==> config.mk <==
export PLATFORM = sky130hd
export DESIGN_NAME = qdsc_serial_dac_if
export DESIGN_NICKNAME = d
export VERILOG_FILES = /design/src/hdl/qdsc_fifo.v /design/src/hdl/qdsc_serial_dac_if.v
export VERILOG_INCLUDE_DIRS = /design/src /design/src/include
export SDC_FILE = /design/constraint.sdc
export NUM_CORES = 1
export LEC_CHECK = 0
export BUFFER_PORTS_ARGS = -buffer_cell sky130_fd_sc_hd__buf_2
export CORE_MARGIN = 3
export CORE_UTILIZATION = 45
export DETAILED_ROUTE_END_ITERATION = 10
export GPL_TIMING_DRIVEN = 0
export PLACE_DENSITY_LB_ADDON = 0.3
export SYNTH_ARGS = -nofsm -noshare
export SYNTH_HDL_FRONTEND = slang
export SYNTH_SLANG_ARGS = --single-unit
==> constraint.sdc <==
create_clock -name core_clk -period 5.9 [get_ports core_clk]
set_input_delay 1.18 -clock core_clk [delete_from_list [all_inputs] [get_ports core_clk]]
set_output_delay 1.18 -clock core_clk [all_outputs]
set_load 0.03 [all_outputs]
==> src/include/qdsc_defs.vh <==
// constants for the quad dac serial command interface
`ifndef QDSC_DEFS_VH
`define QDSC_DEFS_VH
`define QDSC_WORD_BITS     12
`define QDSC_DATA_BITS     8
`define QDSC_CHANNELS      4
`define QDSC_ADDR_HI_POS   11
`define QDSC_ADDR_LO_POS   10
`define QDSC_CTRL_HI_POS   9
`define QDSC_CTRL_LO_POS   8
`define QDSC_DATA_MSB_POS  7
`define QDSC_CTRL_ALL      2'h0
`define QDSC_CTRL_INPUT    2'h1
`define QDSC_CTRL_XFER     2'h2
`define QDSC_CTRL_BOTH     2'h3
`define QDSC_ADDR_RISE     2'h3
`define QDSC_ADDR_FALL     2'h2
`define QDSC_ZERO_CODE     8'h00
`define QDSC_ZERO_WORD     12'h000
`define QDSC_FIFO_DEPTH    32
`define QDSC_SCLK_MAX_KHZ  12500
`define QDSC_CLK_KHZ       100000
`endif

==> src/hdl/qdsc_fifo.v <==
// parameterised synchronous fifo for received command words, decoded after they leave it
`timescale 1ns/1ps
module qdsc_fifo #(
	parameter WIDTH = 12,
	parameter DEPTH = 32,
	parameter AW    = 5
) (
	input  wire             core_clk,
	input  wire             srst,
	input  wire [WIDTH-1:0] inData,
	input  wire             inValid,
	output wire             inReady,
	output wire [WIDTH-1:0] outData,
	output wire             outValid,
	input  wire             outReady
);
	reg [WIDTH-1:0] mem [0:DEPTH-1];
	reg [AW:0]      wrPtr_q;
	reg [AW:0]      rdPtr_q;
	wire            fullW;
	wire            emptyW;
	wire            doWr;
	wire            doRd;

	assign emptyW   = (wrPtr_q == rdPtr_q);
	assign fullW    = (wrPtr_q[AW] != rdPtr_q[AW]) && (wrPtr_q[AW-1:0] == rdPtr_q[AW-1:0]);
	assign inReady  = ~fullW;
	assign outValid = ~emptyW;
	assign outData  = mem[rdPtr_q[AW-1:0]];
	assign doWr     = inValid & ~fullW;
	assign doRd     = outReady & ~emptyW;

	always @(posedge core_clk) begin
		if (doWr) begin
			mem[wrPtr_q[AW-1:0]] <= inData;
		end
	end

	always @(posedge core_clk) begin
		if (srst) begin
			wrPtr_q <= {(AW+1){1'b0}};
			rdPtr_q <= {(AW+1){1'b0}};
		end else begin
			if (doWr) begin
				wrPtr_q <= wrPtr_q + 1'b1;
			end
			if (doRd) begin
				rdPtr_q <= rdPtr_q + 1'b1;
			end
		end
	end
endmodule

==> src/hdl/qdsc_serial_dac_if.v <==
// serial command interface of a quad 8-bit dac, sampled in the core clock domain
// Notes on behaviour
// - reset clears shifter, input and dac registers, selects rising-edge output timing
// - command is 12 bits msb first; leading extra bits of longer words drop out
// - serial input sampled on each serial clock rise while chip select low
// - serial output is shifter content 12 clocks late, rising or falling edge
// - chip select high: clock and input ignored, output held and always driven
// - word order: two address bits, two control bits, eight data bits msb first
// - code 01 loads addressed input register only
// - code 11 loads addressed input and dac registers
// - code 00 with low address 0 loads data into all dac registers
// - code 00 with low address 1 is pass-through, nothing changes
// - code 10 with high address 0 transfers all input registers to dac registers
// - code 10 address 11 selects rising-edge output and transfers all
// - code 10 address 10 selects falling-edge output and transfers all
// - command captured only at chip select rising edge, then decoded and executed in order from the fifo
// - load strobe low makes dac registers follow input registers
// - clear low zeroes all input and dac registers at once
// - output phase stays latched until reset or opposite phase command
`timescale 1ns/1ps
`include "qdsc_defs.vh"
module qdsc_serial_dac_if #(
	parameter WORD_BITS  = `QDSC_WORD_BITS,
	parameter DATA_BITS  = `QDSC_DATA_BITS,
	parameter FIFO_DEPTH = `QDSC_FIFO_DEPTH
) (
	input  wire                 core_clk,
	input  wire                 srst,
	input  wire                 sclk,
	input  wire                 chipSelN,
	input  wire                 serialIn,
	input  wire                 loadDacStrobeN,
	input  wire                 asyncClearN,
	output reg                  serialOut,
	output reg                  serialOutEn,
	output reg  [DATA_BITS-1:0] dacCodeA,
	output reg  [DATA_BITS-1:0] dacCodeB,
	output reg  [DATA_BITS-1:0] dacCodeC,
	output reg  [DATA_BITS-1:0] dacCodeD,
	output reg                  outFallingMode,
	output reg                  cmdOverflow
);
	localparam OP_NONE  = 3'h0;
	localparam OP_INPUT = 3'h1;
	localparam OP_BOTH  = 3'h2;
	localparam OP_ALL   = 3'h3;
	localparam OP_PASS  = 3'h4;
	localparam OP_XFER  = 3'h5;
	localparam OP_RISE  = 3'h6;
	localparam OP_FALL  = 3'h7;
	localparam FIFO_AW  = $clog2(FIFO_DEPTH);

	// two-flop synchronisers; first stage read only by the second
	reg [2:0] sclkSync_q;
	reg [2:0] csSync_q;
	reg [1:0] dinSync_q;
	reg [1:0] ldacSync_q;
	reg [1:0] clrSync_q;

	reg [WORD_BITS-1:0] shift_q;
	reg                 pendOut_q;
	reg [DATA_BITS-1:0] inReg_q  [0:`QDSC_CHANNELS-1];
	reg [DATA_BITS-1:0] dacReg_q [0:`QDSC_CHANNELS-1];

	wire sclkRise;
	wire sclkFall;
	wire csRise;
	wire csLow;
	wire clrActive;
	wire ldacLow;
	wire shiftEn;

	wire [WORD_BITS-1:0] fifoOut;
	wire                 fifoValid;
	wire                 fifoReady;

	assign sclkRise  = sclkSync_q[1] & ~sclkSync_q[2];
	assign sclkFall  = ~sclkSync_q[1] & sclkSync_q[2];
	assign csRise    = csSync_q[1] & ~csSync_q[2];
	assign csLow     = ~csSync_q[1];
	assign clrActive = ~clrSync_q[1];
	assign ldacLow   = ~ldacSync_q[1];
	assign shiftEn   = csLow & sclkRise;

	function [`QDSC_CHANNELS-1:0] chanSel;
		input [1:0] addr;
		begin
			chanSel = {{(`QDSC_CHANNELS-1){1'b0}}, 1'b1} << addr;
		end
	endfunction

	// one decode for every command kind
	function [2:0] decodeOp;
		input [1:0] ctrl;
		input [1:0] addr;
		begin
			case (ctrl)
				`QDSC_CTRL_INPUT: begin
					decodeOp = OP_INPUT;
				end
				`QDSC_CTRL_BOTH: begin
					decodeOp = OP_BOTH;
				end
				`QDSC_CTRL_ALL: begin
					if (addr[0]) begin
						decodeOp = OP_PASS;
					end else begin
						decodeOp = OP_ALL;
					end
				end
				`QDSC_CTRL_XFER: begin
					if (addr == `QDSC_ADDR_RISE) begin
						decodeOp = OP_RISE;
					end else if (addr == `QDSC_ADDR_FALL) begin
						decodeOp = OP_FALL;
					end else begin
						decodeOp = OP_XFER;
					end
				end
				default: begin
					decodeOp = OP_NONE;
				end
			endcase
		end
	endfunction

	// extra stage on clock and select gives a registered copy for edge detection
	always @(posedge core_clk) begin
		if (srst) begin
			sclkSync_q <= 3'h0;
			csSync_q   <= 3'h7;
		end else begin
			sclkSync_q <= {sclkSync_q[1:0], sclk};
			csSync_q   <= {csSync_q[1:0], chipSelN};
		end
	end

	// idle levels on reset so no false strobe or clear follows it
	always @(posedge core_clk) begin
		if (srst) begin
			dinSync_q  <= 2'h0;
			ldacSync_q <= 2'h3;
			clrSync_q  <= 2'h3;
		end else begin
			dinSync_q  <= {dinSync_q[0], serialIn};
			ldacSync_q <= {ldacSync_q[0], loadDacStrobeN};
			clrSync_q  <= {clrSync_q[0], asyncClearN};
		end
	end

	// shifter; last 12 bits win on overlong frames
	always @(posedge core_clk) begin
		if (srst) begin
			shift_q <= `QDSC_ZERO_WORD;
		end else if (shiftEn) begin
			shift_q <= {shift_q[WORD_BITS-2:0], dinSync_q[1]};
		end
	end

	// bit leaving the shifter waits here for a falling-edge launch
	always @(posedge core_clk) begin
		if (srst) begin
			pendOut_q <= 1'b0;
		end else if (shiftEn) begin
			pendOut_q <= shift_q[WORD_BITS-1];
		end
	end

	always @(posedge core_clk) begin
		if (srst) begin
			serialOut <= 1'b0;
		end else if (shiftEn && !outFallingMode) begin
			serialOut <= shift_q[WORD_BITS-1];
		end else if (csLow && sclkFall && outFallingMode) begin
			serialOut <= pendOut_q;
		end
	end

	// pin is never released, so the enable rises once reset is gone
	always @(posedge core_clk) begin
		if (srst) begin
			serialOutEn <= 1'b0;
		end else begin
			serialOutEn <= 1'b1;
		end
	end

	// frames hand their word to the executor through the fifo
	qdsc_fifo #(
		.WIDTH (WORD_BITS),
		.DEPTH (FIFO_DEPTH),
		.AW    (FIFO_AW)
	) cmdFifo (
		.core_clk (core_clk),
		.srst     (srst),
		.inData   (shift_q),
		.inValid  (csRise),
		.inReady  (fifoReady),
		.outData  (fifoOut),
		.outValid (fifoValid),
		.outReady (~clrActive)
	);

	wire [1:0]           cmdAddr = fifoOut[`QDSC_ADDR_HI_POS:`QDSC_ADDR_LO_POS];
	wire [1:0]           cmdCtrl = fifoOut[`QDSC_CTRL_HI_POS:`QDSC_CTRL_LO_POS];
	wire [DATA_BITS-1:0] cmdData = fifoOut[`QDSC_DATA_MSB_POS:0];
	wire                 doCmd   = fifoValid & ~clrActive;

	// one decoded command per cycle; clear empties this stage only, words held in the fifo run after it
	reg [2:0]                 execOp_q;
	reg [1:0]                 execAddr_q;
	reg [DATA_BITS-1:0]       execData_q;
	wire [`QDSC_CHANNELS-1:0] selW    = chanSel(execAddr_q);
	wire                      opInput = (execOp_q == OP_INPUT);
	wire                      opBoth  = (execOp_q == OP_BOTH);
	wire                      opAll   = (execOp_q == OP_ALL);
	wire                      opXfer  = (execOp_q == OP_XFER) || (execOp_q == OP_RISE) || (execOp_q == OP_FALL);

	always @(posedge core_clk) begin
		if (srst || clrActive) begin
			execOp_q   <= OP_NONE;
			execAddr_q <= 2'h0;
			execData_q <= `QDSC_ZERO_CODE;
		end else if (doCmd) begin
			execOp_q   <= decodeOp(cmdCtrl, cmdAddr);
			execAddr_q <= cmdAddr;
			execData_q <= cmdData;
		end else begin
			execOp_q   <= OP_NONE;
		end
	end

	always @(posedge core_clk) begin
		if (srst) begin
			cmdOverflow <= 1'b0;
		end else if (csRise && !fifoReady) begin
			cmdOverflow <= 1'b1;
		end
	end

	always @(posedge core_clk) begin
		if (srst) begin
			outFallingMode <= 1'b0;
		end else if (execOp_q == OP_RISE) begin
			outFallingMode <= 1'b0;
		end else if (execOp_q == OP_FALL) begin
			outFallingMode <= 1'b1;
		end
	end

	genvar ch;
	generate
		for (ch = 0; ch < `QDSC_CHANNELS; ch = ch + 1) begin : gChan
			wire                 inWe   = selW[ch] && (opInput || opBoth);
			wire [DATA_BITS-1:0] inNext = inWe ? execData_q : inReg_q[ch];
			always @(posedge core_clk) begin
				if (srst || clrActive) begin
					inReg_q[ch] <= `QDSC_ZERO_CODE;
				end else begin
					inReg_q[ch] <= inNext;
				end
			end
			// strobe low wins over command loads so the dac never lags its input register
			always @(posedge core_clk) begin
				if (srst || clrActive) begin
					dacReg_q[ch] <= `QDSC_ZERO_CODE;
				end else if (ldacLow) begin
					dacReg_q[ch] <= inNext;
				end else if (opBoth && selW[ch]) begin
					dacReg_q[ch] <= execData_q;
				end else if (opAll) begin
					dacReg_q[ch] <= execData_q;
				end else if (opXfer) begin
					dacReg_q[ch] <= inReg_q[ch];
				end
			end
		end
	endgenerate

	always @(posedge core_clk) begin
		if (srst) begin
			dacCodeA <= `QDSC_ZERO_CODE;
		end else begin
			dacCodeA <= dacReg_q[0];
		end
	end

	always @(posedge core_clk) begin
		if (srst) begin
			dacCodeB <= `QDSC_ZERO_CODE;
		end else begin
			dacCodeB <= dacReg_q[1];
		end
	end

	always @(posedge core_clk) begin
		if (srst) begin
			dacCodeC <= `QDSC_ZERO_CODE;
		end else begin
			dacCodeC <= dacReg_q[2];
		end
	end

	always @(posedge core_clk) begin
		if (srst) begin
			dacCodeD <= `QDSC_ZERO_CODE;
		end else begin
			dacCodeD <= dacReg_q[3];
		end
	end
endmodule

Word level (Yosys, flattened, before mapping)
Memories as Yosys holds them, arrays and structs flattened. A register that Yosys moved wholly into a read port is not among the register bits.
Cells that the tools add are included.
{ "totals": {"ff_bits": 54, "ramBits": 448, "in_bits": 7, "output_inout_bits": 36, "wordCells": 184, "mem_count": 3} }
{ "memory_table": {"columns": ["memory", "depth", "width", "read_ports", "rd_clocked_by_memory_dff", "write_ports", "line_no", "text"], "rows": [
  ["cmdFifo.mem", 32, 12, 1, 1, 1, "qdsc_fifo.v:17", "reg [WIDTH-1:0] mem [0:DEPTH-1];"],
  ["dacReg_q", 4, 8, 4, 4, 4, "qdsc_serial_dac_if.v:63", "reg [DATA_BITS-1:0] dacReg_q [0:`QDSC_CHANNELS-1];"],
  ["inReg_q", 4, 8, 4, 0, 4, "qdsc_serial_dac_if.v:62", "reg [DATA_BITS-1:0] inReg_q [0:`QDSC_CHANNELS-1];"]
]} }
{ "classes": {"addsub": 2, "n_eq_ne": 14, "shifts": 1, "n_mux": 92, "n_bitwise": 34, "n_reduce_logical": 22} }
{ "ops": {"columns": ["cell", "n"], "rows": [
  ["8-bit 2-to-1 mux", 24],
  ["1-bit 2-to-1 mux", 62],
  ["1-bit bitwise OR", 20],
  ["1-bit logical AND", 13],
  ["6-bit by 1-bit adder with 6-bit output (second input constant)", 2],
  ["3-bit one-hot mux with 4 select lines", 1],
  ["5-bit 2-to-1 mux", 2],
  ["3-bit == test (second input constant)", 3],
  ["2-bit == test (second input constant)", 4],
  ["1-bit NOT", 8],
  ["1-bit AND", 6],
  ["3-bit by 2-bit == test with 1-bit output (second input constant)", 2],
  ["6-bit == test", 1],
  ["5-bit == test", 1],
  ["1-bit logical OR", 4],
  ["2-bit 2-to-1 mux", 2],
  ["2-bit OR reduction", 2],
  ["1-bit by 2-bit left shift with 4-bit output (first input constant)", 1],
  ["3-bit by 1-bit == test with 1-bit output (second input constant)", 1],
  ["3-bit 2-to-1 mux", 1],
  ["2-bit by 1-bit == test with 1-bit output (second input constant)", 1],
  ["2-bit zero test", 1],
  ["2-bit nonzero test", 1],
  ["1-bit zero test", 1],
  ["1-bit inequality test", 1]
]} }

Logic depth before layout (Yosys ltp)
Gate-level depths: netlist of run 1.
{ "logic_depth": {"word_depth": 10, "mapped_depth": 9} }

Hierarchy
From an unflattened synthesis of run 1, not the netlist that was laid out.
{ "hier_totals": {"cells_unflattened": 1412, "hier_area_um2": 20842.5} }
{ "by_module_without_submodules": {"columns": ["module", "n_inst", "cells_each", "area_per_inst_um2"], "rows": [
  ["qdsc_fifo", 1, 940, 15890.2],
  ["qdsc_serial_dac_if", 1, 472, 4952.2]
]} }

Least setup slack after synthesis of run 1
OpenSTA, ideal clock, no wires.
{ "synth_path": {"path_type": "in2reg", "from": "in srst", "to": "mem dacReg_q[0][0] (netlist bit), enable pin", "setup_ps": 384, "arrival_time_ps": 2386, "required_time_ps": 5516, "slack_ps": 3130, "cell_stages": 4, "path_buffers": 1, "path_cell_list": "nor2b_1 > clkbuf_1 > nand4b_1 > o21ai_0"} }
{ "synth_rtl": {"columns": ["item", "line_no", "text"], "rows": [
  ["start: declaration", "qdsc_serial_dac_if.v:28", "input wire srst,"],
  ["end: declaration", "qdsc_serial_dac_if.v:63", null]
]} }

Worst setup path after layout of run 1
{ "layout_path": {"from": "reg cmdFifo.wrPtr_q[4]", "to": "mem cmdFifo.mem[20][2], enable pin"} }
{ "layout_via": {"elab_chain_cells": 6} }
{ "layout_lines": {"columns": ["item", "line_no", "text"], "rows": [
  ["start: declaration", "qdsc_fifo.v:18", "reg [AW:0] wrPtr_q;"],
  ["start signal: assignment", "qdsc_fifo.v:41", "wrPtr_q <= {(AW+1){1'b0}};"],
  ["start signal: assignment", "qdsc_fifo.v:45", "wrPtr_q <= wrPtr_q + 1'b1;"],
  ["5-bit == test", "qdsc_fifo.v:26", "assign fullW = (wrPtr_q[AW] != rdPtr_q[AW]) && (wrPtr_q[AW-1:0] == rdPtr_q[AW-1:0]);"],
  ["1-bit logical AND", "qdsc_fifo.v:26", null],
  ["1-bit NOT", null, null],
  ["1-bit AND", "qdsc_fifo.v:30", "assign doWr = inValid & ~fullW;"],
  ["1-bit 2-to-1 mux", "qdsc_fifo.v:34", "if (doWr) begin"],
  ["1-bit 2-to-1 mux (implied by the code)", "qdsc_fifo.v:35", "mem[wrPtr_q[AW-1:0]] <= inData;"],
  ["end: declaration", "qdsc_fifo.v:17", null]
]} }
Parallel ways exist; a longest one is shown, timed or not.

==> results.cfg, run 1 <==
[status]
outcome = completed

[route]
wl_per_cell_um = 23.5
dr.pass1.iters = 5
route.detailed.drc = 0
drt_iter0_drc = 1035
drt-total-wl_um = 44600
final_antenna_net_count = 0
viasPerCell = 5.67
dr_total_vias = 10800

[setup_path]
cp.required_ns = 6.10
cp.depth = 7
r2r_start = cmdFifo.wrPtr_q[4]
cp-endpoint = cmdFifo.mem[20][2]
crit_start = cmdFifo.wrPtr_q[4]
r2r_end = cmdFifo.mem[20][2]
critPathTopFamily = simple AND/OR/NAND/NOR gates
critPathMostFrequentCell = clkbuf_1
critPathCaptureType = register
critical_path.slowest_cell = nor2_1
path_class = reg -> reg
cp_max_fo = 12
r2r_slack_ns = 2.45
crit_arrival_ns = 3.64
worstPathCellList = clkbuf_1 > xnor2_1 > nand3_1 > o31a_1 > clkbuf_1 > nand2_1 > nor2_1
crit_path_start_kind = register
cpPeakStageDelay_ns = 1.11
crit_buf_inv = 2
ff2ff_path_depth = 7

[cts]
clock_latency_ns = 0.60
clock-root-buffer = clkbuf_16
cts_buffer_depth = 3
cts_tree = built
cts_buffers = 53
post_cts_buffers = 0
hold_buffers = 0
clk_pin_slew_ns = 0.06
htree_levels = 2
cts.sinks = 539
cts-resized-gates = 0

[logic_synthesis]
synth_area_um2 = 20600
ys_seq_elements = 539
synth_cell_types = 50
yosys.area.top_type = edfxtp_1
synth-edff-count = 416
synth_area_leaders = edfxtp_1 (61%), mux4_2 (13%), dfxtp_1 (12%)
synth_top_cell_area_share = 0.607
syn_area_per_cell_um2 = 17.9
yosysSeqAreaShare = 0.727
syn_inst = 1152
ys_top_cells_by_count = edfxtp_1 (416), dfxtp_1 (123), mux4_2 (117), nor2_1 (106), mux2i_1 (58)
synth.most_common_cell = edfxtp_1
ys.flop_type = edfxtp_1
synthesis.nets = 1164
synth_async_sr_flop_share = 0
yosysWarningCount = 0

[place]
port_buffers = 42
routabilityCongestion = 0.788
dp_hpwl_um = 29000

[die]
chipWidth_um = 220
core-area_um2 = 44700
dieArea_um2 = 48300
ios = 43
die_y_um = 220
initial_core_util = 0.460
fp-row-count = 77

[power_and_ir_drop]
powerDensity_nw_per_um2 = 356
p_leak_nw = 7.49
switching_share = 0.237
ir_drop_mv = 0.279
p_int_mw = 6.36
p_switching_mw = 1.98
total_power_mw = 8.34
pwr-share-comb = 0.129
seq_power_share = 0.496
clkPwrFrac = 0.375

[sta]
fin_crit_ns = 3.45
timing_hold_violations_final = 0
slew_viol_final = 0
worst_slew_pin_slew_ns = 1.37
rsz0062_at_grt = no
final-setup-viol-count = 0
finalCritPeriodShare = 0.584
setup_tns_ns = 0
clock-skew-final_ns = 0.0293
fmax_ghz = 0.290
slew_headroom = 0.0848

[grt]
grt_use_total = 0.187
antenna_found_initial = 0
grt_pass1_wl_um = 66500
grt_max_degree = 36
grt-ovfl-total = 0
grt_pass1_vias = 10600

[cells_and_area]
fin_nets = 1278
fillers = 3601
antenna_cells = 0
syn2layout_area_growth_pct = 13.8
drive_above_1_share = 0.240

[worst_hold_path]
hold_class = reg -> reg

[run]
maxCapViolCount = 0
[worst register-to-register path, stage by stage, from the launching register on]
cell and delay (ns):
dfxtp_1 0.30, clkbuf_1 0.43, xnor2_1 0.14, nand3_1 0.24, o31a_1 0.16, clkbuf_1 0.26
nand2_1 0.40, nor2_1 1.12
[layer usage]
layer  track usage  vias up  routed length [µm]
met5             0        -                   0
met4        0.0573        0                1230
met3        0.0342       87                2980
met2         0.310      362               22000
met1         0.254     5589               18400
li1              -     4737                   -
[how the worst min path moves through the flow]
stage	start	endpoint	slack, ns	depth (start not counted)
2_1_floorplan	clrSync_q[0]	clrSync_q[1]	0.39	1
3_3_place_gp	csSync_q[0]	csSync_q[1]	0.39	1
3_5_place_dp	csSync_q[0]	csSync_q[1]	0.41	1
4_1_cts	csSync_q[0]	csSync_q[1]	0.42	1
5_1_grt	csSync_q[0]	csSync_q[1]	0.43	1
6_report	csSync_q[0]	csSync_q[1]	0.42	1
[layout make-up]
cell class | count | area (µm²) | share of cell area
inverter | 6 | 22.5 | 0.000962
multi-input combinational | 536 | 5350 | 0.228
tap | 592 | 741 | 0.0316
sequential | 539 | 15000 | 0.638
timing repair buffer | 59 | 443 | 0.0189
clock buffer | 75 | 1470 | 0.0628
buffer | 71 | 315 | 0.0135
clock inverter | 21 | 131 | 0.00561
[logic make-up after synthesis]
logic type	synth area share
buffers and inverters	0.0164
xor gates and xnor gates	0.00511
adders and majority gates	0.00304
AOI/OAI and AO/OA	0.0289
and+or+nand+nor	0.0609
DFF	0.727
muxes	0.159
[through the flow]
stage / cells / instance area, µm² / hold slack [ns] / util / setup WS (ns)
floorplan: 1152 / 20600 / 0.389 / - / 3.13
global placement: 1786 / 21500 / 0.394 / 0.482 / 2.38
detailed placement: 1801 / 21800 / 0.407 / 0.487 / 2.41
CTS: 1897 / 23400 / 0.424 / 0.523 / 2.37
global route: 1899 / 23400 / 0.434 / 0.524 / 2.27
finish: 1899 / 23400 / 0.420 / 0.524 / 2.45
[state kept, by name, summed over array words and instances (netlist names), 6 cells and up, named ones only]
| register | flops |
|---|---|
| cmdFifo.mem | 384 |
| dacReg_q | 32 |
| inReg_q | 32 |
| shift_q | 12 |
| dacCodeA | 8 |
| dacCodeB | 8 |
| dacCodeC | 8 |
| dacCodeD | 8 |
| execData_q | 8 |
| cmdFifo.rdPtr_q | 6 |
| cmdFifo.wrPtr_q | 6 |
[cells in the final DEF, fill, tap and decap left out, drive strengths merged, types with 2 or more instances in the layout]
cell type	count
a211oi	10
a21oi	21
a221o	24
and3	2
buf	92
clkbuf	113
clkinv	20
dfxtp	123
edfxtp	416
ha	5
inv	6
mux2	4
mux2i	59
mux4	117
nand2	44
nand3	7
nand3b	6
nand4	2
nor2	106
nor2b	42
nor3	28
nor3b	2
nor4	2
o21a	3
o21ai	7
o311ai	3
o31ai	3
or2	12
or3	3
xnor2	8
xor2	4
[power by group through the flow]
| stage | logic (mW) | registers (mW) | clock network [mW] |
|---|---|---|---|
| after global placement | 1.08 | 4.21 | 0 |
| final | 1.08 | 4.13 | 3.13 |
| after global routing | 1.16 | 4.14 | 3.34 |
| after CTS | 1.09 | 4.13 | 3.19 |
| after detailed placement | 1.09 | 4.21 | 0 |
| after floorplan | 0.789 | 4.23 | 0 |
Note: power is estimated with default switching activity, not from simulation.
==> run 2: changes to the inputs <==
==> constraint.sdc (replaced) <==
create_clock -name core_clk -period 3 [get_ports core_clk]
set_input_delay 0.6 -clock core_clk [delete_from_list [all_inputs] [get_ports core_clk]]
set_output_delay 0.6 -clock core_clk [all_outputs]
set_load 0.03 [all_outputs]
==> run 2 against run 1 <==
Compared with the run above:
- global-route usage barely moved
- combinational power rose by 96%
- flip-flop and latch count did not move
- largest power group unchanged
- via count fell by 0.79%
- fmax rose by 16%
- highest routed layer unchanged
==> results.cfg, run 2 (synthesis gave the netlist of run 1 again) <==
[place]
placed_area_um2 = 21800
port_buffers = 42
dp_hpwl_um = 29000
routabilityCongestion = 0.788

[sta]
slew_viol_final = 0
fin_crit_ns = 2.97
rsz0062_at_grt = no
setup_tns_ns = 0
slew_headroom = 0.128
finalCritPeriodShare = 0.991
fmax_ghz = 0.336
timing_hold_violations_final = 0
worst_slew_pin_slew_ns = 1.31
clock-skew-final_ns = 0.0295
final-setup-viol-count = 0

[setup_path]
crit_path_start_kind = register
path_class = reg -> reg
critPathTopFamily = multiplexers
worstPathCellList = buf_2 > buf_2 > buf_2 > mux4_2 > mux4_2 > mux2i_1 > a211oi_1
cpPeakStageDelay_ns = 0.46
critPathCaptureType = register
ff2ff_path_depth = 7
cp.required_ns = 3.44
critical_path.slowest_cell = mux4_2
critPathMostFrequentCell = buf_2
crit_arrival_ns = 3.41
crit_buf_inv = 3
r2r_slack_ns = 0.03
cp_max_fo = 10
r2r_end = execData_q[7]

[worst_hold_path]
worstHoldStart = loadDacStrobeN
hold_class = in -> reg
hold-path-endpoint = ldacSync_q[0]
hold_depth = 2

[cts]
cts_buffers = 53
htree_levels = 2
cts_tree = built
cts_buffer_depth = 3
clk_pin_slew_ns = 0.06
cts.sinks = 539
clock_latency_ns = 0.60
clock-root-buffer = clkbuf_16

[route]
viasPerCell = 5.63
drt_iter0_drc = 929
route.detailed.drc = 0
dr.pass1.iters = 5
drt-total-wl_um = 44600
wl_per_cell_um = 23.5
dr_total_vias = 10700
final_antenna_net_count = 0

[power_and_ir_drop]
p_switching_mw = 3.90
p_leak_nw = 7.52
p_int_mw = 12.5
pwr-share-comb = 0.129
seq_power_share = 0.495
ir_drop_mv = 0.551
powerDensity_nw_per_um2 = 695
switching_share = 0.238
clkPwrFrac = 0.375

[status]
outcome = completed

[grt]
grt_pass1_wl_um = 66600
grt-ovfl-total = 0
grt_max_degree = 36
grt_use_total = 0.187
grt_pass1_vias = 10600
antenna_found_initial = 0

[die]
dieArea_um2 = 48300
chipWidth_um = 220
initial_core_util = 0.460
core-area_um2 = 44700
ios = 43
die_y_um = 220
fp-row-count = 77

[cells_and_area]
antenna_cells = 0
fin_nets = 1279
final_common_cell = edfxtp_1
final_cell_mix = edfxtp_1 (416), dfxtp_1 (123), mux4_2 (117)
stdcell_area_um2 = 23600
drive_above_1_share = 0.252
largest_register_ff_count = 384
syn2layout_area_growth_pct = 14.6

[run]
maxCapViolCount = 0
==> run 2: layout make-up <==
cell class	count	area, µm²
clock inverter	21	131
inverter	6	22.5
timing repair buffer	61	500
fill	3574	21100
sequential	539	15000
clock buffer	75	1470
tap	592	741
multi-input combinational	536	5460
buffer	70	315
==> run 2: what timing repair did <==
item | 4_1_cts | 5_1_grt
hold buffers | 0 | 0
buffers inserted | 0 | 4
gates resized for setup | 18 | 16
endpoints found under the setup margin | 196 | 294
pin swaps | 0 | 4
==> run 2: worst max path at each step <==
| stage | startpoint | to | slack, ns | cells after the start |
|---|---|---|---|---|
| 6_report | register | execData_q[7] | 0.03 | 7 |
| 5_1_grt | cmdFifo.wrPtr_q[4] | cmdFifo.mem[0][5] | 0.003 | 7 |
| 4_1_cts | cmdFifo.wrPtr_q[4] | cmdFifo.mem[7][5] | -0.17 | 5 |
| 3_5_place_dp | cmdFifo.wrPtr_q[4] | cmdFifo.mem[4][1] | -0.49 | 7 |
| 3_3_place_gp | cmdFifo.wrPtr_q[4] | cmdFifo.mem[26][2] | -0.52 | 7 |
| 2_1_floorplan | cmdFifo.wrPtr_q[4] | cmdFifo.mem[28][0] | 0.65 | 7 |
==> run 2: power groups by stage <==
stage	clock network [mW]	logic [mW]	registers (mW)
floorplan	0	1.55	8.32
finish	6.16	2.12	8.13
global route	6.57	2.30	8.14
CTS	6.26	2.15	8.13
detailed placement	0	2.15	8.29
global placement	0	2.13	8.28
==> run 2: worst reg2reg max path, delay by kind of cell, from the launching register on <==
kind                   cells  cell delay, ns
AOI/OAI and AO/OA          1            0.14
buffers and inverters      3            1.13
DFF                        1            0.32
muxes                      3            1.22
==> run 2: layer usage <==
metal,vias up,routed length (µm),track usage,share of wire
met5,-,0,0,0
met4,0,1300,0.0618,0.029
met3,86,2760,0.0343,0.062
met2,298,21900,0.308,0.49
met1,5564,18700,0.254,0.42
li1,4742,-,-,-
==> run 2: metrics by stage <==
step	hold slack (ns)	worst slack (ns)	util	power, mW	std cells
after floorplan	0.389	0.653	-	9.87	1152
after global placement	0.394	-0.523	0.482	10.4	1786
after detailed placement	0.407	-0.488	0.487	10.4	1801
after CTS	0.155	-0.174	0.525	16.5	1897
after global routing	0.178	0.00328	0.528	17.0	1900
final	0.187	0.0265	0.528	16.4	1900
==> run 3: changes to the inputs <==
--- a/config.mk
+++ b/config.mk
@@ -6,6 +6,7 @@
 export SDC_FILE = /design/constraint.sdc
 export NUM_CORES = 1
 export LEC_CHECK = 0
+export ABC_AREA = 1
 export BUFFER_PORTS_ARGS = -buffer_cell sky130_fd_sc_hd__buf_2
 export CORE_MARGIN = 3
 export CORE_UTILIZATION = 45
==> constraint.sdc (replaced) <==
create_clock -name core_clk -period 3.1 [get_ports core_clk]
set_input_delay 0.62 -clock core_clk [delete_from_list [all_inputs] [get_ports core_clk]]
set_output_delay 0.62 -clock core_clk [all_outputs]
set_load 0.03 [all_outputs]
==> run 3 against run 2 <==
Compared with the run above:
- sequential power about the same
- worst hold slack worse by 0.019 ns
- cell count up 43%
- die area up 4.0%
- largest power group unchanged
- largest cell class unchanged
- cell area up 4.4%
==> results.cfg, run 3 <==
[setup_path]
cp_max_fo = 12
critPathCaptureType = register
crit_path_start_kind = register
crit_arrival_ns = 3.10
cp.required_ns = 3.32
path_class = reg -> reg

[sta]
worst_slew_pin_slew_ns = 1.33
slew_viol_final = 0
slew_headroom = 0.114
fin_crit_ns = 2.87
clock-skew-final_ns = 0.0330
final-setup-viol-count = 0
timing.hold.ws_ns = 0.167
rsz0062_at_grt = no
fin_ws_ns = 0.228
fmax_ghz = 0.348
timing_hold_violations_final = 0
setup_tns_ns = 0
finalCritPeriodShare = 0.926

[cts]
cts-resized-gates = 0
htree_levels = 2
cts.sinks = 539
cts_buffer_depth = 3
post_cts_buffers = 0
clk_pin_slew_ns = 0.06
cts_tree = built
clock_latency_ns = 0.63
hold_buffers = 0
clock-root-buffer = clkbuf_16
cts_buffers = 53

[place]
pre_cts_ws_ns = 0.396
routabilityCongestion = 0.931
port_buffers = 42
dp.cells = 2622
dp_hpwl_um = 39600

[die]
dieArea_um2 = 50300
die_y_um = 224
chipWidth_um = 224
fp-row-count = 79
core-area_um2 = 46900
ios = 43
initial_core_util = 0.458

[run]
maxCapViolCount = 0

[logic_synthesis]
synth_top_cell_area_share = 0.583
synth_area_leaders = edfxtp_1 (58%), dfxtp_1 (11%), nor2_1 (6.1%)
yosysWarningCount = 0
synthesis.nets = 1955
synth_async_sr_flop_share = 0
syn_inst = 1943
synth_cell_types = 34
yosys.area.top_type = edfxtp_1
synth-edff-count = 416
ys_seq_elements = 539
synth_area_um2 = 21400
yosysSeqAreaShare = 0.698
synth.most_common_cell = edfxtp_1
ys.flop_type = edfxtp_1
ys_top_cells_by_count = edfxtp_1 (416), nor2_1 (349), nand2_1 (286), nand3_1 (169), o21ai_0 (168)
syn_area_per_cell_um2 = 11.0

[cells_and_area]
fillers = 3995
largest_register_ff_count = 384
antenna_cells = 0
seqCellArea_um2 = 15000
final_common_cell = edfxtp_1
final_cell_mix = edfxtp_1 (416), nor2_1 (320), nand2_1 (286)
fin_nets = 2082
drive_above_1_share = 0.123
fin_cells = 2719
multiInputGateArea_um2 = 5520
syn2layout_area_growth_pct = 14.9

[route]
wl_per_cell_um = 21.4
final_antenna_net_count = 0
route.detailed.drc = 0
dr.pass1.iters = 6
drt-total-wl_um = 58300
dr_total_vias = 15200
drt_iter0_drc = 1820
viasPerCell = 5.58

[grt]
grt_pass1_vias = 14200
antenna_found_initial = 0
grt-ovfl-total = 0
grt_max_degree = 36
grt_use_total = 0.229
grt_pass1_wl_um = 86600

[power_and_ir_drop]
ir_drop_mv = 0.520
powerDensity_nw_per_um2 = 773
p_leak_nw = 8.57

[status]
outcome = completed

[worst_hold_path]
hold_class = in -> reg
[run 3: cell count changes after synthesis, moves of 114 or more]
cell,previous run,this run
inv_1,6,120
mux4_2,117,0
nand2_1,44,286
nand3_1,7,169
nor2_1,106,349
o21ai_0,7,168
[run 3: per-stage QoR]
| step | util | total power [mW] | area, µm² |
|---|---|---|---|
| after global routing | 0.526 | 19.9 | 24600 |
| after floorplan | - | 11.4 | 21400 |
| after CTS | 0.526 | 19.0 | 24600 |
| final | 0.526 | 19.0 | 24600 |
| after global placement | 0.478 | 12.8 | 22400 |
| after detailed placement | 0.490 | 12.9 | 23000 |
[run 3: worst paths after layout]
kind | slack, ns | depth (start not counted) | startpoint | end
setup / recovery | 0.23 | 10 | cmdFifo.wrPtr_q[4] | cmdFifo.mem[2][8]
hold reg to reg | 0.41 | 2 | dinSync_q[0] | dinSync_q[1]
hold / removal | 0.17 | 2 | chipSelN | csSync_q[0]
setup reg to reg | 0.23 | 10 | cmdFifo.wrPtr_q[4] | cmdFifo.mem[2][8]
[run 3: cell families (layout without fill, tap and decap cells)]
kind of cell / count (synthesis) / count (layout) / share of synthesized area
fa+ha+maj: 5 / 5 / 0.00292
simple gates: 836 / 836 / 0.160
xor+xnor: 5 / 5 / 0.00204
flops: 539 / 539 / 0.698
compound gates: 322 / 322 / 0.0882
buf+inv: 236 / 405 / 0.0490
[run 3: per-layer routing]
layer	GRT usage	share of wire	vias up
li1	-	-	6989
met1	0.318	0.41	7269
met2	0.364	0.46	783
met3	0.0424	0.096	144
met4	0.0861	0.035	0
met5	0	0	-
[run 3: final cells by class]
cell class                      instances  share of cell area
Inverter                              129              0.0198
Multi-Input combinational cell       1168               0.224
Sequential cell                       539               0.607
Timing Repair Buffer                   72              0.0274
Clock inverter                         25             0.00792
Buffer                                107              0.0229
Clock buffer                           72              0.0598
Tap cell                              607              0.0308
[run 3: critical path: stages (launching register included)]
cell	delay (ns)
dfxtp_1	0.30
clkbuf_1	0.21
inv_1	0.18
nand2_1	0.07
nand2_1	0.10
nor2_1	0.06
nand2_1	0.07
nand2_1	0.08
inv_1	0.16
nand2_1	0.33
nor2_2	0.92
[run 3: power breakdown]
part	total [mW]	leakage, nW	switching (mW)	internal, mW
registers	8.11	4.65	0.165	7.94
clock network	6.15	0.815	2.73	3.42
logic	4.78	3.11	3.40	1.38
total	19.0	8.57	6.29	12.7
